`config.mk`:
```
export PLATFORM = sky130hd
export DESIGN_NAME = wis_top
export DESIGN_NICKNAME = d
export VERILOG_FILES = /design/src/verilog/wis_pkg.sv /design/src/verilog/wis_top.sv
export SDC_FILE = /design/constraint.sdc
export NUM_CORES = 1
export LEC_CHECK = 0
export ABC_AREA = 1
export BUFFER_PORTS_ARGS = -buffer_cell sky130_fd_sc_hd__buf_4
export CAP_MARGIN = 20
export CORE_MARGIN = 2
export CORE_UTILIZATION = 55
export CTS_CLUSTER_SIZE = 30
export DETAILED_ROUTE_END_ITERATION = 16
export GPL_TIMING_DRIVEN = 0
export PLACE_DENSITY = 0.81
export REMOVE_ABC_BUFFERS = 1
export SLEW_MARGIN = 5
export SYNTH_ARGS = -nofsm -noshare
export SYNTH_HDL_FRONTEND = slang
export SYNTH_SLANG_ARGS = --single-unit
```
`constraint.sdc`:
```
create_clock -name clk_i -period 2.26 [get_ports clk_i]
set_input_delay 0.226 -clock clk_i [delete_from_list [all_inputs] [get_ports clk_i]]
set_output_delay 0.226 -clock clk_i [all_outputs]
set_load 0.02 [all_outputs]
```
`src/verilog/wis_pkg.sv`:
```
// constants, encodings and state types of the watchdog, interrupt and sleep controller
// How it works
// - watchdog counts low-speed RC ticks; reset or clear command zeroes it anytime
// - two-bit timeout select: 8k, 16k, 64k, 256k ticks; resets to 00
// - reaching the selected timeout resets the device and restarts the program
// - eight interrupt sources, each with its own enable bit
// - hardware sets request flags; software clears by writing; flags hold until written
// - edge select picks rising, falling or both edges for the pin sources
// - global enable gates all lines; enable and disable commands set and clear it
// - request flags set even when a source is disabled; only dispatch is held off
// - interrupt entry pushes pc at stack pointer, adds two, clears enable, jumps 0x010
// - return pops pc, subtracts two, sets global enable, resumes interrupted code
// - saved pc is sixteen bits in two bytes; stack pointer bit 0 stays zero
// - power-save stops only the system clock; oscillators run; program memory off
// - in power-save a timer stops if on system clock or a stopped oscillator
// - power-save wakes on enabled pin toggle or match of a non-system-clock timer on a running oscillator
// - power-save wakes on comparator only with control bit 7 and select bit 6
// - low-speed RC stays on in power-save and wake-up runs from it
// - power-down stops all oscillators, keeps state, wakes only on pin toggle
// - timer wake-up only in power-save, never in power-down
// - wake-up lasts 3000 RC ticks normally or 45 RC ticks in fast mode
// - fast boot forces fast wake-up; otherwise aux control bit 5 decides
// - pin wake-up continues after the sleep command with no reset
package wis_pkg;
   localparam int CLK_PERIOD_NS = 10;
   // wishbone byte offsets
   localparam logic [7:0] REG_AUX_CTRL = 8'h00;
   localparam logic [7:0] REG_INT_EN = 8'h04;
   localparam logic [7:0] REG_INT_REQ = 8'h08;
   localparam logic [7:0] REG_EDGE_SEL = 8'h0C;
   localparam logic [7:0] REG_STACK_PTR = 8'h10;
   localparam logic [7:0] REG_COMP_CTRL = 8'h14;
   localparam logic [7:0] REG_COMP_SEL = 8'h18;
   localparam logic [7:0] REG_STATUS = 8'h1C;
   // field positions and reset values
   localparam int AUX_WDT_SEL_LSB = 0;
   localparam int AUX_FAST_WAKE_BIT = 5;
   localparam int COMP_CTRL_EN_BIT = 7;
   localparam int COMP_SEL_WAKE_BIT = 6;
   localparam logic [1:0] WDT_SEL_RST = 2'h0;
   localparam logic [7:0] REG8_RST = 8'h00;
   // watchdog timeouts in RC ticks, binary multiples of the base
   localparam int WDT_BASE_TICKS = 32'h0000_2000;
   localparam int WDT_MUL_16K = 2;
   localparam int WDT_MUL_64K = 8;
   localparam int WDT_MUL_256K = 32;
   // wake-up delays in RC ticks
   localparam logic [11:0] WAKE_NORMAL_TICKS = 12'hBB8;
   localparam logic [11:0] WAKE_FAST_TICKS = 12'h02D;
   // interrupt vector and source layout
   localparam logic [15:0] INT_VECTOR = 16'h0010;
   localparam logic [7:0] SP_STEP = 8'h02;
   localparam int INT_SRC_COUNT = 8;
   localparam int EXT_SRC_COUNT = 2;
   localparam logic [1:0] EDGE_RISE = 2'h1;
   localparam logic [1:0] EDGE_FALL = 2'h2;
   localparam int PIN_COUNT = 16;
   localparam int TIMER_COUNT = 6;
   typedef enum logic [1:0] {M_RUN, M_SAVE, M_DOWN, M_WAKE} wis_mode_t;
   typedef enum logic [1:0] {I_IDLE, I_RD, I_LOAD} wis_istate_t;
endpackage : wis_pkg

```
`src/verilog/wis_top.sv`:
```
// watchdog, interrupt controller and sleep sequencer with a wishbone register port
//
// Implementation choices: the register offsets and register access over Wishbone.
`timescale 1ns/1ns
module wis_top
   import wis_pkg::*;
#(
   parameter int WDT_BASE = WDT_BASE_TICKS,
   parameter int NP = PIN_COUNT,
   parameter int NT = TIMER_COUNT
)(
   input wire logic clk_i,
   input wire logic rst_i,
   input wire logic ce_i,
   input wire logic wb_cyc_i,
   input wire logic wb_stb_i,
   input wire logic wb_we_i,
   input wire logic [7:0] wb_adr_i,
   input wire logic [3:0] wb_sel_i,
   input wire logic [31:0] wb_dat_i,
   output logic [31:0] wb_dat_o,
   output logic wb_ack_o,
   input wire logic lrc_tick_i,
   input wire logic fast_boot_i,
   input wire logic cmd_wdreset_i,
   input wire logic cmd_engint_i,
   input wire logic cmd_disgint_i,
   input wire logic cmd_reti_i,
   input wire logic cmd_stopexe_i,
   input wire logic cmd_stopsys_i,
   input wire logic cpu_ready_i,
   input wire logic [15:0] pc_i,
   input wire logic [15:0] mem_rdata_i,
   input wire logic [INT_SRC_COUNT-1:0] src_i,
   input wire logic [NP-1:0] pin_i,
   input wire logic [NP-1:0] pin_wake_en_i,
   input wire logic [NT-1:0] timer_sys_src_i,
   input wire logic [NT-1:0] timer_osc_on_i,
   input wire logic [NT-1:0] timer_match_i,
   input wire logic comp_event_i,
   output logic mem_we_o,
   output logic mem_re_o,
   output logic [7:0] mem_addr_o,
   output logic [15:0] mem_wdata_o,
   output logic pc_load_o,
   output logic [15:0] pc_value_o,
   output logic cpu_reset_o,
   output logic sys_clk_en_o,
   output logic prog_mem_on_o,
   output logic osc_run_o,
   output logic lrc_en_o,
   output logic [NT-1:0] timer_run_o
);
   localparam int WDT_W = $clog2(WDT_BASE * WDT_MUL_256K + 1);

   typedef struct packed {
      wis_mode_t mode;
      wis_istate_t istate;
      logic [WDT_W-1:0] wdt_cnt;
      logic [11:0] wake_cnt;
      logic [1:0] wdt_sel;
      logic fast_wake;
      logic [7:0] int_en;
      logic [7:0] int_req;
      logic [3:0] edge_sel;
      logic [7:0] stack_ptr;
      logic [7:0] comp_ctrl;
      logic [7:0] comp_sel;
      logic gie;
      logic fast_boot;
      logic boot_seen;
      logic [INT_SRC_COUNT-1:0] src_prev;
      logic [NP-1:0] pin_prev;
      logic [31:0] dat;
      logic ack;
      logic mem_we;
      logic mem_re;
      logic [7:0] mem_addr;
      logic [15:0] mem_wdata;
      logic pc_load;
      logic [15:0] pc_value;
      logic cpu_reset;
      logic sys_clk_en;
      logic prog_mem_on;
      logic osc_run;
      logic lrc_en;
      logic [NT-1:0] timer_run;
   } wis_state_t;

   wis_state_t st;
   wis_state_t next_st;
   logic [INT_SRC_COUNT-1:0] set_ev;
   logic [WDT_W-1:0] wdt_limit;
   logic [11:0] wake_limit;
   logic bus_req;
   logic bus_wr;
   logic take;
   logic wdt_fire;
   logic wake_any;
   logic [NT-1:0] timer_free;

   // per-source flag set; flags do not look at the enables
   for (genvar g = 0; g < INT_SRC_COUNT; g++)
   begin : g_src
      logic rise;
      logic fall;
      // no edge in the first cycle after reset, the old level is not known yet
      assign rise = st.boot_seen & src_i[g] & ~st.src_prev[g];
      assign fall = st.boot_seen & ~src_i[g] & st.src_prev[g];
      if (g < EXT_SRC_COUNT)
      begin : g_ext
         logic [1:0] es;
         assign es = st.edge_sel[2*g +: 2];
         assign set_ev[g] = (rise & (es != EDGE_FALL)) | (fall & (es != EDGE_RISE));
      end
      else
      begin : g_int
         assign set_ev[g] = rise;
      end
   end

   always_comb
   begin
      next_st = st;
      next_st.ack = 1'b0;
      next_st.mem_we = 1'b0;
      next_st.mem_re = 1'b0;
      next_st.pc_load = 1'b0;
      next_st.cpu_reset = 1'b0;
      next_st.src_prev = src_i;
      next_st.pin_prev = pin_i;
      // strap is caught after reset release, never by the reset itself
      if (!st.boot_seen)
      begin
         next_st.fast_boot = fast_boot_i;
         next_st.boot_seen = 1'b1;
      end
      unique case (st.wdt_sel)
         2'h0: wdt_limit = WDT_W'(WDT_BASE);
         2'h1: wdt_limit = WDT_W'(WDT_BASE * WDT_MUL_16K);
         2'h2: wdt_limit = WDT_W'(WDT_BASE * WDT_MUL_64K);
         2'h3: wdt_limit = WDT_W'(WDT_BASE * WDT_MUL_256K);
      endcase
      wake_limit = (st.fast_boot | st.fast_wake) ? WAKE_FAST_TICKS : WAKE_NORMAL_TICKS;
      timer_free = ~timer_sys_src_i & timer_osc_on_i;
      // register port: one wait state, ack dropped the cycle after
      bus_req = wb_cyc_i & wb_stb_i & ~st.ack;
      bus_wr = bus_req & wb_we_i & wb_sel_i[0];
      if (bus_req)
      begin
         next_st.ack = 1'b1;
         next_st.dat = 32'h0000_0000;
         unique case (wb_adr_i)
            REG_AUX_CTRL: next_st.dat[7:0] = {2'h0, st.fast_wake, 3'h0, st.wdt_sel};
            REG_INT_EN: next_st.dat[7:0] = st.int_en;
            REG_INT_REQ: next_st.dat[7:0] = st.int_req;
            REG_EDGE_SEL: next_st.dat[3:0] = st.edge_sel;
            REG_STACK_PTR: next_st.dat[7:0] = st.stack_ptr;
            REG_COMP_CTRL: next_st.dat[7:0] = st.comp_ctrl;
            REG_COMP_SEL: next_st.dat[7:0] = st.comp_sel;
            REG_STATUS: next_st.dat[5:0] = {st.istate, st.mode, st.gie, st.fast_boot};
            default: next_st.dat = 32'h0000_0000;
         endcase
      end
      if (bus_wr)
      begin
         unique case (wb_adr_i)
            REG_AUX_CTRL:
            begin
               next_st.wdt_sel = wb_dat_i[AUX_WDT_SEL_LSB +: 2];
               next_st.fast_wake = wb_dat_i[AUX_FAST_WAKE_BIT];
            end
            REG_INT_EN: next_st.int_en = wb_dat_i[7:0];
            REG_INT_REQ: next_st.int_req = st.int_req & wb_dat_i[7:0];
            REG_EDGE_SEL: next_st.edge_sel = wb_dat_i[3:0];
            REG_STACK_PTR: next_st.stack_ptr = {wb_dat_i[7:1], 1'b0};
            REG_COMP_CTRL: next_st.comp_ctrl = wb_dat_i[7:0];
            REG_COMP_SEL: next_st.comp_sel = wb_dat_i[7:0];
            default: next_st.dat = 32'h0000_0000;
         endcase
      end
      // a fresh event beats a clear in the same cycle
      next_st.int_req = next_st.int_req | set_ev;
      // cpu side of the interrupt controller
      take = 1'b0;
      if (st.mode == M_RUN)
      begin
         unique case (st.istate)
            I_IDLE:
            begin
               if (cmd_reti_i)
               begin
                  next_st.mem_re = 1'b1;
                  next_st.mem_addr = st.stack_ptr - SP_STEP;
                  next_st.istate = I_RD;
               end
               else if (cpu_ready_i && st.gie && |(st.int_req & st.int_en))
               begin
                  take = 1'b1;
                  next_st.mem_we = 1'b1;
                  next_st.mem_addr = st.stack_ptr;
                  next_st.mem_wdata = pc_i;
                  next_st.stack_ptr = st.stack_ptr + SP_STEP;
                  next_st.gie = 1'b0;
                  next_st.pc_load = 1'b1;
                  next_st.pc_value = INT_VECTOR;
               end
               else if (cmd_engint_i)
               begin
                  next_st.gie = 1'b1;
               end
               else if (cmd_disgint_i)
               begin
                  next_st.gie = 1'b0;
               end
               else if (cmd_stopexe_i)
               begin
                  next_st.mode = M_SAVE;
               end
               else if (cmd_stopsys_i)
               begin
                  next_st.mode = M_DOWN;
               end
            end
            I_RD: next_st.istate = I_LOAD;
            I_LOAD:
            begin
               next_st.pc_load = 1'b1;
               next_st.pc_value = mem_rdata_i;
               next_st.stack_ptr = st.stack_ptr - SP_STEP;
               next_st.gie = 1'b1;
               next_st.istate = I_IDLE;
            end
            default: next_st.istate = I_IDLE;
         endcase
      end
      // sleep and wake sequencing
      wake_any = 1'b0;
      unique case (st.mode)
         M_SAVE:
         begin
            wake_any = |((pin_i ^ st.pin_prev) & pin_wake_en_i)
               | |(timer_match_i & timer_free)
               | (comp_event_i & st.comp_ctrl[COMP_CTRL_EN_BIT]
                  & st.comp_sel[COMP_SEL_WAKE_BIT]);
         end
         M_DOWN: wake_any = |((pin_i ^ st.pin_prev) & pin_wake_en_i);
         M_WAKE:
         begin
            if (lrc_tick_i)
            begin
               if (st.wake_cnt == wake_limit - 12'h001)
               begin
                  next_st.mode = M_RUN;
               end
               else
               begin
                  next_st.wake_cnt = st.wake_cnt + 12'h001;
               end
            end
         end
         M_RUN: wake_any = 1'b0;
      endcase
      if (wake_any)
      begin
         // wake resumes after the sleep command; nothing is reset
         next_st.mode = M_WAKE;
         next_st.wake_cnt = 12'h000;
      end
      // watchdog runs only while the RC oscillator does
      wdt_fire = 1'b0;
      if (cmd_wdreset_i)
      begin
         next_st.wdt_cnt = '0;
      end
      else if (lrc_tick_i && st.lrc_en)
      begin
         // a select cut below the count fires at once instead of wrapping
         if (st.wdt_cnt >= wdt_limit - WDT_W'(1))
         begin
            wdt_fire = 1'b1;
         end
         else
         begin
            next_st.wdt_cnt = st.wdt_cnt + WDT_W'(1);
         end
      end
      if (wdt_fire)
      begin
         // timeout acts as a device reset; straps are kept
         next_st.wdt_cnt = '0;
         next_st.cpu_reset = 1'b1;
         next_st.mode = M_RUN;
         next_st.istate = I_IDLE;
         next_st.wdt_sel = WDT_SEL_RST;
         next_st.fast_wake = 1'b0;
         next_st.int_en = REG8_RST;
         next_st.int_req = REG8_RST;
         next_st.edge_sel = 4'h0;
         next_st.stack_ptr = REG8_RST;
         next_st.comp_ctrl = REG8_RST;
         next_st.comp_sel = REG8_RST;
         next_st.gie = 1'b0;
         next_st.mem_we = 1'b0;
         next_st.mem_re = 1'b0;
         next_st.pc_load = 1'b0;
      end
      // power controls, registered from the next mode
      next_st.sys_clk_en = (next_st.mode == M_RUN);
      next_st.prog_mem_on = (next_st.mode == M_RUN);
      next_st.osc_run = (next_st.mode != M_DOWN);
      next_st.lrc_en = (next_st.mode != M_DOWN);
      next_st.timer_run = (next_st.mode == M_RUN) ? {NT{1'b1}}
         : (next_st.mode == M_SAVE) ? timer_free : {NT{1'b0}};
   end

   always_ff @(posedge clk_i)
   begin
      if (rst_i)
      begin
         st <= '0;
         st.mode <= M_RUN;
         st.istate <= I_IDLE;
         st.sys_clk_en <= 1'b1;
         st.prog_mem_on <= 1'b1;
         st.osc_run <= 1'b1;
         st.lrc_en <= 1'b1;
         st.timer_run <= {NT{1'b1}};
      end
      else if (ce_i)
      begin
         st <= next_st;
      end
   end

   assign wb_dat_o = st.dat;
   assign wb_ack_o = st.ack;
   assign mem_we_o = st.mem_we;
   assign mem_re_o = st.mem_re;
   assign mem_addr_o = st.mem_addr;
   assign mem_wdata_o = st.mem_wdata;
   assign pc_load_o = st.pc_load;
   assign pc_value_o = st.pc_value;
   assign cpu_reset_o = st.cpu_reset;
   assign sys_clk_en_o = st.sys_clk_en;
   assign prog_mem_on_o = st.prog_mem_on;
   assign osc_run_o = st.osc_run;
   assign lrc_en_o = st.lrc_en;
   assign timer_run_o = st.timer_run;
endmodule : wis_top
```
==> results of run 1 <==
==> kinds of logic after synthesis <==
| family | count (synthesis) | share of synthesized area, % |
|---|---|---|
| compound gates | 265 | 13.6 |
| simple gates | 734 | 31.0 |
| xor+xnor | 24 | 2.03 |
| other cells | 1 | 0.0362 |
| flops | 194 | 37.5 |
| buf+inv | 295 | 14.1 |
| fa+ha+maj | 14 | 1.69 |
==> synth_stat cells, types with 5 or more instances <==
library cell  number  share of area [%]
a21oi_1          129                6.2
buf_1              7               0.25
buf_2              9               0.43
buf_4             82                5.9
clkbuf_1          33                1.2
dfxtp_1          194                 37
ha_1              14                1.7
inv_1            145                5.3
inv_2             12               0.43
nand2_1          339                 12
nand2_2            5               0.30
nand3_1          130                6.3
nand3b_1           6               0.43
nand4_1           20                1.2
nor2_1           167                6.1
nor2_2            19                1.1
nor2_4             5               0.54
nor3_1            23                1.1
nor4_1             5               0.30
o21ai_0           87                4.2
o21ai_1           19               0.92
o22ai_1            8               0.48
xor2_1            22                1.9
==> worst min-delay path, stage by stage <==
cell	delay, ns
buf_4	0.09
nor2_1	0.04
nor2_1	0.08
==> state kept, by name (all words and copies together), names as in the netlist, 4 cells and up <==
signal,flops
mem_addr_o,8
wb_dat_o,32
timer_run_o,6
st,105
pc_value_o,16
g_src.g_ext.es,4
mem_wdata_o,16
==> cell type report <==
cell class	count	share of cell area, %
Multi-Input combinational cell	1041	41.4
Sequential cell	194	30.8
Timing Repair Buffer	251	15.4
Inverter	160	5.02
Clock buffer	17	3.37
Tap cell	234	2.32
Clock inverter	15	1.73
==> how the worst max path moves through the flow <==
stage | start | to | slack, ns
floorplan | st[159]$_SDFFE_PP0P_ | lrc_en_o$_SDFFE_PP1P_ | 0.11
global placement | rst_i | st[184]$_SDFFE_PP0P_ | -1.55
detailed placement | ce_i | st[191]$_SDFFE_PP0P_ | -0.90
CTS | st[160]$_SDFFE_PP0P_ | st[117]$_SDFFE_PP0P_ | -0.03
global route | st[160]$_SDFFE_PP0P_ | st[193]$_SDFFE_PP0P_ | -0.12
finish | st[160]$_SDFFE_PP0P_ | st[142]$_SDFFE_PP0P_ | -0.02
==> what timing repair did <==
item / 4_1_cts / 5_1_grt
endpoints found under the hold margin: 17 / 0
setup buffers: 7 / 18
pin swaps: 3 / 16
endpoints found under the setup margin: 130 / 111
resized for setup: 21 / 41
cloned: 1 / 2
hold buffers: 17 / 0
==> power by group through the flow <==
stage	clock network, mW	logic, mW	registers (mW)
5_1_grt	3.48	1.05	3.60
6_report	3.32	0.951	3.59
3_3_place_gp	0	0.847	3.66
4_1_cts	3.35	0.903	3.58
3_5_place_dp	0	0.861	3.66
2_1_floorplan	0	0.412	3.69
==> per-stage QoR <==
stage | cell area [sq um] | hold WS [ns] | util [%]
floorplan | 9500 | 0.295 | -
global placement | 11400 | 0.443 | 61.2
detailed placement | 11400 | 0.446 | 61.2
CTS | 12300 | 0.00154 | 66.3
global route | 12600 | 0.0152 | 68.0
finish | 12600 | 0.00704 | 68.0
==> per-layer routing <==
layer	up-vias	global-route usage (%)	part of all wire (%)
li1	5146	-	-
met1	4828	36.2	40
met2	449	49.2	49
met3	59	7.98	8.5
met4	0	9.32	2.5
met5	-	0	0
==> out/qor.yml, run 1 <==
outcome:
  status: "finished with violations"
  violations: "setup timing"
die:
  die_w_microns: 141
  fp.coreArea_sq_um: 18600
  rows: 50
  start_util_pct: 55.8
  ios: 237
  dieArea_sq_um: 19900
  die_y_microns: 141
yosys:
  ys.flop_type: "dfxtp_1"
  synth_enable_flop_cells: 0
  ys_seq_elements: 194
  yosysUniqueCellTypes: 51
  yosysSeqAreaShare_pct: 37.5
  syn_area_per_cell_sq_um: 6.78
  yosys_warnings: 0
  async_flop_share_pct: 0
  synth_cells: 1527
  syn-cell-area_sq_um: 10400
power:
  p_leak_nw: 5.66
  internal_power_mw: 5.49
  peakVddDrop_v: 0.000544
  seq_power_share_pct: 45.6
  power_frac_clock_pct: 42.3
  power_switching_mw: 2.37
  comb_power_share_pct: 12.1
  p_sw_share_pct: 30.2
  design_power_total_mw: 7.86
  p_per_area_nw_per_um2: 622
layout:
  num-nets-final: 1829
  seq_area_sq_um: 3890
  area_growth_pct: 22.0
  multi_input_area_sq_um: 5240
  mostFrequentLayoutCells: "nand2_1, buf_4, dfxtp_1"
  finalNonFillerCells: 1912
  drive_above_1_share_pct: 21.6
  final_common_cell: "nand2_1"
  n_fill_cell: 1547
  diodes: 0
sta:
  fin_ws_ns: -0.0206
  maxSlewViolCount: 0
  rsz0062_at_grt: "true"
  worst_slew_margin_rel_pct: 34.3
  final.min_clock_period_ns: 2.28
  max_clock_freq_mhz: 438
  setup_viol: 8
  finalCritPeriodShare_pct: 101
  clock_skew_ns: 0.0179
  hold_viol_final: 0
  setup_tns_ns: -0.0900
  max_slew.worst_pin.slew_ns: 0.986
global_route:
  grt_max_degree: 94
  grt_pass1_vias: 9666
  antenna_found_initial: 1
  grt_first_pass_wirelength_microns: 47200
  grt_usage_pct: 29.1
  grt.overflow.total: 0
critical_path:
  cpPeakStageDelay_ns: 0.38
  cp_num_cells: 14
  worstPathRequired_ns: 2.54
  r2r-start: "st[160]$_SDFFE_PP0P_"
  worst-path-max-fanout: 6
  crit_path_end_kind: "flip-flop"
  cp_top_family: "simple AND/OR/NAND/NOR gates"
  critPathBufInv: 3
  slowest_stage: "dfxtp_4"
  r2r_cells: 14
  r2r_slack_ns: -0.02
  r2r-end: "st[142]$_SDFFE_PP0P_"
  criticalPathCategory: "reg2reg"
  cp-start-kind: "flip-flop"
  cp_cell_sequence: "clkinvlp_4 -> ha_4 -> nand2_2 -> nor2_1 -> nand4_1 -> nor2_1 -> nand2_1 -> nand3_4 -> nand2_8 -> nand2_2 -> clkinvlp_4 -> buf_4 -> nand2_1 -> a21oi_1"
  cp.arrival_ns: 2.57
detailed_routing:
  drc: 0
  drtIter0Drc: 1024
  drt-pass1-iter-count: 6
  viasPerCell: 5.48
  wl_per_cell_microns: 15.7
  vias: 10482
  wl_microns: 30100
  ant_nets: 0
clocking:
  clkLatencyLatePin_ns: 0.46
  ctsRootBufferMaster: "clkbuf_16"
  clk_pin_slew_ns: 0.09
  clkSinkCount: 194
  cts_tree: "yes"
  cts_made_buffers: 17
  cts_buffer_depth: 2
  htreeDepth: 4
placed_design:
  dpl.hpwl_microns: 19800
  dp_cells: 1835
  port_buffers: 209
  dp_slack_ns: -0.895
  place.gp.congestion: 0.906
min_path:
  worstHoldPathCells: 3
  hp-class: "in2reg"
  min_to: "st[100]$_SDFFE_PP0P_"
  min-delay-start: "pin_i[13]"
flow_run:
  max-cap-violations: 0
Note: power is estimated with default switching activity, not from simulation.
==> run 2: changes to the inputs <==
- ABC_AREA: 1 -> not set
- CORE_MARGIN: 2 -> 10
- CORE_UTILIZATION: 55 -> 54
- REMOVE_ABC_BUFFERS: 1 -> not set
==> out/qor.yml, run 2 <==
layout:
  finalNonFillerCells: 1653
  final_common_cell: "buf_4"
  n_fill_cell: 1346
  top_register: "st"
  diodes: 0
  area_growth_pct: 33.1
  final_util_pct: 73.5
  largest_reg_flops: 105
  num-nets-final: 1579
  drive_above_1_share_pct: 31.2
  mostFrequentLayoutCells: "buf_4, dfxtp_1, a21oi_1"
yosys:
  synth_enable_flop_cells: 0
  ys_seq_elements: 194
  synth_top_area_share_pct: 40.5
  async_flop_share_pct: 0
  syn-cell-area_sq_um: 9590
  ys.flop_type: "dfxtp_1"
  syn_area_per_cell_sq_um: 8.21
  synth_nets: 1332
  yosys_warnings: 0
  yosysUniqueCellTypes: 70
  ys_top_cells_by_count: "dfxtp_1, a21oi_1, nand2_1"
  yosys.cell_count.top_type: "dfxtp_1"
  yosysSeqAreaShare_pct: 40.5
  synth_cells: 1168
  synth_top_area_cell: "dfxtp_1"
  yosys-top-cells-area: "dfxtp_1, a21oi_1, buf_4"
sta:
  fin_ws_ns: -0.317
  max_slew.worst_pin.slew_ns: 0.904
  setup_tns_ns: -20.75
  clock_skew_ns: 0.00980
  rsz0062_at_grt: "true"
  final.min_clock_period_ns: 2.58
  maxSlewViolCount: 0
  max_clock_freq_mhz: 388
  setup_viol: 82
  worst_slew_margin_rel_pct: 39.2
  finalCritPeriodShare_pct: 114
  hold_viol_final: 0
clocking:
  cts_tree: "yes"
  clkSinkCount: 194
  htreeDepth: 4
  ctsRootBufferMaster: "clkbuf_16"
  cts_made_buffers: 17
  cts_buffer_depth: 2
  clk_pin_slew_ns: 0.07
  clkLatencyLatePin_ns: 0.44
  holdBufCountCts: 0
power:
  p_leak_nw: 5.14
  power_switching_mw: 2.01
  p_sw_share_pct: 27.0
  design_power_total_mw: 7.47
  peakVddDrop_v: 0.000531
  power_frac_clock_pct: 40.8
  p_per_area_nw_per_um2: 585
  seq_power_share_pct: 47.4
  internal_power_mw: 5.45
  comb_power_share_pct: 11.8
detailed_routing:
  ant_nets: 0
  wl_per_cell_microns: 19.5
  drc: 0
  wl_microns: 32200
  drtIter0Drc: 940
  vias: 9613
  viasPerCell: 5.82
  drt-pass1-iter-count: 5
die:
  start_util_pct: 55.2
  die_y_microns: 153
  rows: 48
  ios: 237
  dieArea_sq_um: 23500
  fp.coreArea_sq_um: 17400
  die_w_microns: 153
global_route:
  grt_usage_pct: 25.2
  antenna_found_initial: 0
  grt_first_pass_wirelength_microns: 48400
  grt_max_degree: 20
  grt_pass1_vias: 8903
  grt.overflow.total: 0
critical_path:
  cpPeakStageDelay_ns: 0.46
  crit_path_end_kind: "flip-flop"
  cp-start-kind: "flip-flop"
  cp_cell_sequence: "inv_2 -> ha_4 -> and3_1 -> nand3_1 -> or4_4 -> a211oi_4 -> buf_12 -> buf_6 -> or3_1 -> nor2_1 -> a21oi_1"
  cp.arrival_ns: 2.94
  worst-path-max-fanout: 7
  criticalPathCategory: "reg2reg"
  worstPathRequired_ns: 2.63
  slowest_stage: "or4_4"
placed_design:
  dp_slack_ns: -0.616
  port_buffers: 205
  place.gp.congestion: 1.09
  dpl.hpwl_microns: 23200
  dp_cells: 1599
min_path:
  hp-class: "in2reg"
outcome:
  violations: "setup timing"
  status: "finished with violations"
flow_run:
  max-cap-violations: 0
## run 2: per-stage QoR
step	hold slack [ns]	cell area, sq um
finish	0.0329	12800
global route	0.0285	12800
CTS	0.0183	12300
detailed placement	0.445	11500
global placement	0.439	11500
floorplan	0.362	9670
## run 2: power groups by stage
| stage | Clock, mW | Sequential (mW) | Combinational, mW |
|---|---|---|---|
| detailed placement | 0 | 3.62 | 0.806 |
| global route | 3.23 | 3.54 | 0.946 |
| CTS | 3.08 | 3.54 | 0.837 |
| global placement | 0 | 3.62 | 0.796 |
| finish | 3.05 | 3.54 | 0.883 |
| floorplan | 0 | 3.60 | 0.440 |
## run 2: layer usage
| metal | vias up | track usage, % | part of all wire (%) |
|---|---|---|---|
| li1 | 4542 | - | - |
| met1 | 4501 | 30.8 | 39 |
| met2 | 494 | 41.8 | 48 |
| met3 | 76 | 7.21 | 11 |
| met4 | 0 | 7.77 | 2.9 |
| met5 | - | 0 | 0 |
## run 2: layout make-up
type                    count  area (sq um)  share of cell area, %
clock inverters            15           165                   1.29
inverters                  16          60.1                  0.471
well taps                 225           282                   2.21
plain buffers             142           930                   7.29
repair buffers            231          1820                   14.2
flip-flops and latches    194          3900                   30.6
clock buffers              17           425                   3.33
multi-input cells         813          5180                   40.6
## run 2: timing repair
action	4_1_cts	5_1_grt
setup endpoints to repair	123	141
setup buffers	8	10
resized for setup	42	78
pin swaps	4	19
cloned	1	6
## run 2: cell families after synthesis
| group | share of synthesized area, % |
|---|---|
| AOI/OAI and AO/OA | 17.6 |
| xor gates and xnor gates | 3.75 |
| adders and majority gates | 1.83 |
| buffers and inverters | 9.65 |
| DFF | 40.5 |
| muxes | 3.49 |
| other | 0.0391 |
| and+or+nand+nor | 23.2 |
## run 2: final timing paths
path | from | end | slack, ns | depth (start not counted)
setup / recovery | st[160]$_SDFFE_PP0P_ | lrc_en_o$_SDFFE_PP1P_ | -0.32 | 11
hold / removal | pc_i[5] | mem_wdata_o[5]$_SDFFE_PP0P_ | 0.03 | 3
setup reg to reg | st[160]$_SDFFE_PP0P_ | lrc_en_o$_SDFFE_PP1P_ | -0.32 | 11
hold reg to reg | pc_value_o[7]$_SDFFE_PP0P_ | pc_value_o[7]$_SDFFE_PP0P_ | 0.45 | 2
## run 2: worst max-delay path, delay by kind of cell, from the launching register on
family	cells	cell delay (ns)
and+or+nand+nor	5	1.03
AOI/OAI and AO/OA	2	0.42
buffers and inverters	3	0.40
DFF	1	0.39
adders and majority gates	1	0.26
==> run 3: changes to the inputs <==
- CELL_PAD_IN_SITES_DETAIL_PLACEMENT: not set -> 1
- CELL_PAD_IN_SITES_GLOBAL_PLACEMENT: not set -> 1
- CORE_UTILIZATION: 54 -> 39
- PLACE_DENSITY: 0.81 -> not set
- PLACE_DENSITY_LB_ADDON: not set -> 0.1
==> out/qor.yml, run 3 (synthesis results as in run 2) <==
die:
  die_w_microns: 177
  die_y_microns: 177
  ios: 237
  dieArea_sq_um: 31200
  start_util_pct: 39.5
  fp.coreArea_sq_um: 24200
  rows: 57
critical_path:
  slowest_stage: "or4_4"
  cp_cell_sequence: "nand2_1 -> ha_1 -> nand4_1 -> or4_4 -> a211oi_4 -> buf_6 -> buf_6 -> nor4_4 -> a221o_1"
  worstPathRequired_ns: 2.59
  criticalPathCategory: "reg2reg"
  r2r_cells: 9
  worst-path-max-fanout: 6
  cp.arrival_ns: 2.86
  cpPeakStageDelay_ns: 0.55
  cpMostUsedCell: "buf_6"
  crit_path_end_kind: "flip-flop"
  cp-start-kind: "flip-flop"
outcome:
  violations: "setup timing"
  status: "finished with violations"
clocking:
  cts_made_buffers: 17
  clkSinkCount: 194
  cts_tree: "yes"
  ctsRootBufferMaster: "clkbuf_16"
  htreeDepth: 4
  clk_pin_slew_ns: 0.08
  clkLatencyLatePin_ns: 0.45
  cts_buffer_depth: 2
sta:
  maxSlewViolCount: 0
  max_clock_freq_mhz: 395
  fin_ws_ns: -0.275
  setup_viol: 99
  worst_slew_margin_rel_pct: 37.4
  max_slew.worst_pin.slew_ns: 0.940
  finalCritPeriodShare_pct: 112
  rsz0062_at_grt: "true"
  final.min_clock_period_ns: 2.53
  hold_viol_final: 0
  clock_skew_ns: 0.0161
placed_design:
  dp_slack_ns: -0.677
  port_buffers: 205
  dpl.hpwl_microns: 26800
  place.gp.congestion: 0.950
layout:
  diodes: 0
  mostFrequentLayoutCells: "buf_4, dfxtp_1, a21oi_1"
  area_growth_pct: 34.6
  top_register: "st"
  final_util_pct: 53.2
  largest_reg_flops: 105
  final_common_cell: "buf_4"
  num-nets-final: 1579
  drive_above_1_share_pct: 31.3
min_path:
  worstHoldPathCells: 3
  hp-class: "in2reg"
detailed_routing:
  ant_nets: 0
  drc: 0
  drt-pass1-iter-count: 5
  vias: 9604
  wl_per_cell_microns: 20.7
  wl_microns: 36200
  viasPerCell: 5.48
  drtIter0Drc: 726
power:
  design_power_total_mw: 7.46
  peakVddDrop_v: 0.000385
  p_per_area_nw_per_um2: 579
  p_leak_nw: 5.14
global_route:
  grt_first_pass_wirelength_microns: 55100
  antenna_found_initial: 0
  grt.overflow.total: 0
  grt_max_degree: 19
  grt_pass1_vias: 9835
  grt_usage_pct: 22.2
flow_run:
  max-cap-violations: 0
==> run 3: cell types whose count changed in the layout (fill, tap and decap cells not counted), sizes merged <==
| cell | change |
|---|---|
| buf | +3 |
| clkinv | -3 |
| clkinvlp | +2 |
| bufinv | -1 |
| clkbuf | -1 |
| inv | -1 |
==> run 3: worst max-delay path: cells and delay by family, from the launching register on <==
kind / cells / cell delay, ns
and+or+nand+nor: 4 / 0.78
AOI/OAI and AO/OA: 2 / 0.62
DFF: 1 / 0.39
buffers and inverters: 2 / 0.34
adders and majority gates: 1 / 0.31
==> run 3: what timing repair did <==
action                                 in CTS  in global routing
endpoints found under the hold margin       0                  0
setup buffers                              14                  7
hold buffers                                0                  0
setup endpoints to repair                 128                138
gates cloned                                3                  2
gates resized for setup                    77                 49
pin swaps                                  23                 33
==> run 3: final cells by class <==
class / count / area, sq um
Multi-Input combinational cell: 813 / 5180
Clock inverter: 12 / 115
Fill cell: 2925 / 11300
Tap cell: 324 / 405
Sequential cell: 194 / 3910
Buffer: 142 / 931
Clock buffer: 19 / 453
Inverter: 16 / 62.6
Timing Repair Buffer: 231 / 1840
==> run 3: per-layer routing <==
layer | global-route usage [%] | vias up | wire length [microns]
li1 | - | 4547 | -
met1 | 27.5 | 4687 | 14900
met2 | 37.1 | 326 | 17600
met3 | 6.00 | 44 | 3070
met4 | 6.20 | 0 | 639
met5 | 0 | - | 0
==> run 3: path summary, 6_finish.rpt <==
check,startpoint,end,slack (ns)
max,st[160]$_SDFFE_PP0P_,timer_run_o[4]$_SDFFE_PP1P_,-0.27
min reg2reg,pc_value_o[12]$_SDFFE_PP0P_,pc_value_o[12]$_SDFFE_PP0P_,0.45
min,pc_i[14],mem_wdata_o[14]$_SDFFE_PP0P_,0.02
max reg2reg,st[160]$_SDFFE_PP0P_,timer_run_o[4]$_SDFFE_PP1P_,-0.27
==> run 3: where the power goes <==
group          internal (mW)  switching, mW  total, mW
clock                   1.51           1.50       3.02
combinational          0.396          0.513      0.910
sequential              3.48         0.0569       3.54
total                   5.39           2.07       7.46
==> run 3: through the flow <==
stage | hold WS, ns | setup TNS [ns] | instances | instance area (sq um)
2_1_floorplan | 0.362 | -6.87 | 1168 | 9670
3_3_place_gp | 0.438 | -71.85 | 1697 | 11600
3_5_place_dp | 0.446 | -74.39 | 1697 | 11600
4_1_cts | 0.00772 | -15.45 | 1743 | 12600
5_1_grt | 0.0125 | -28.07 | 1751 | 12900
6_report | 0.0177 | -17.22 | 1751 | 12900
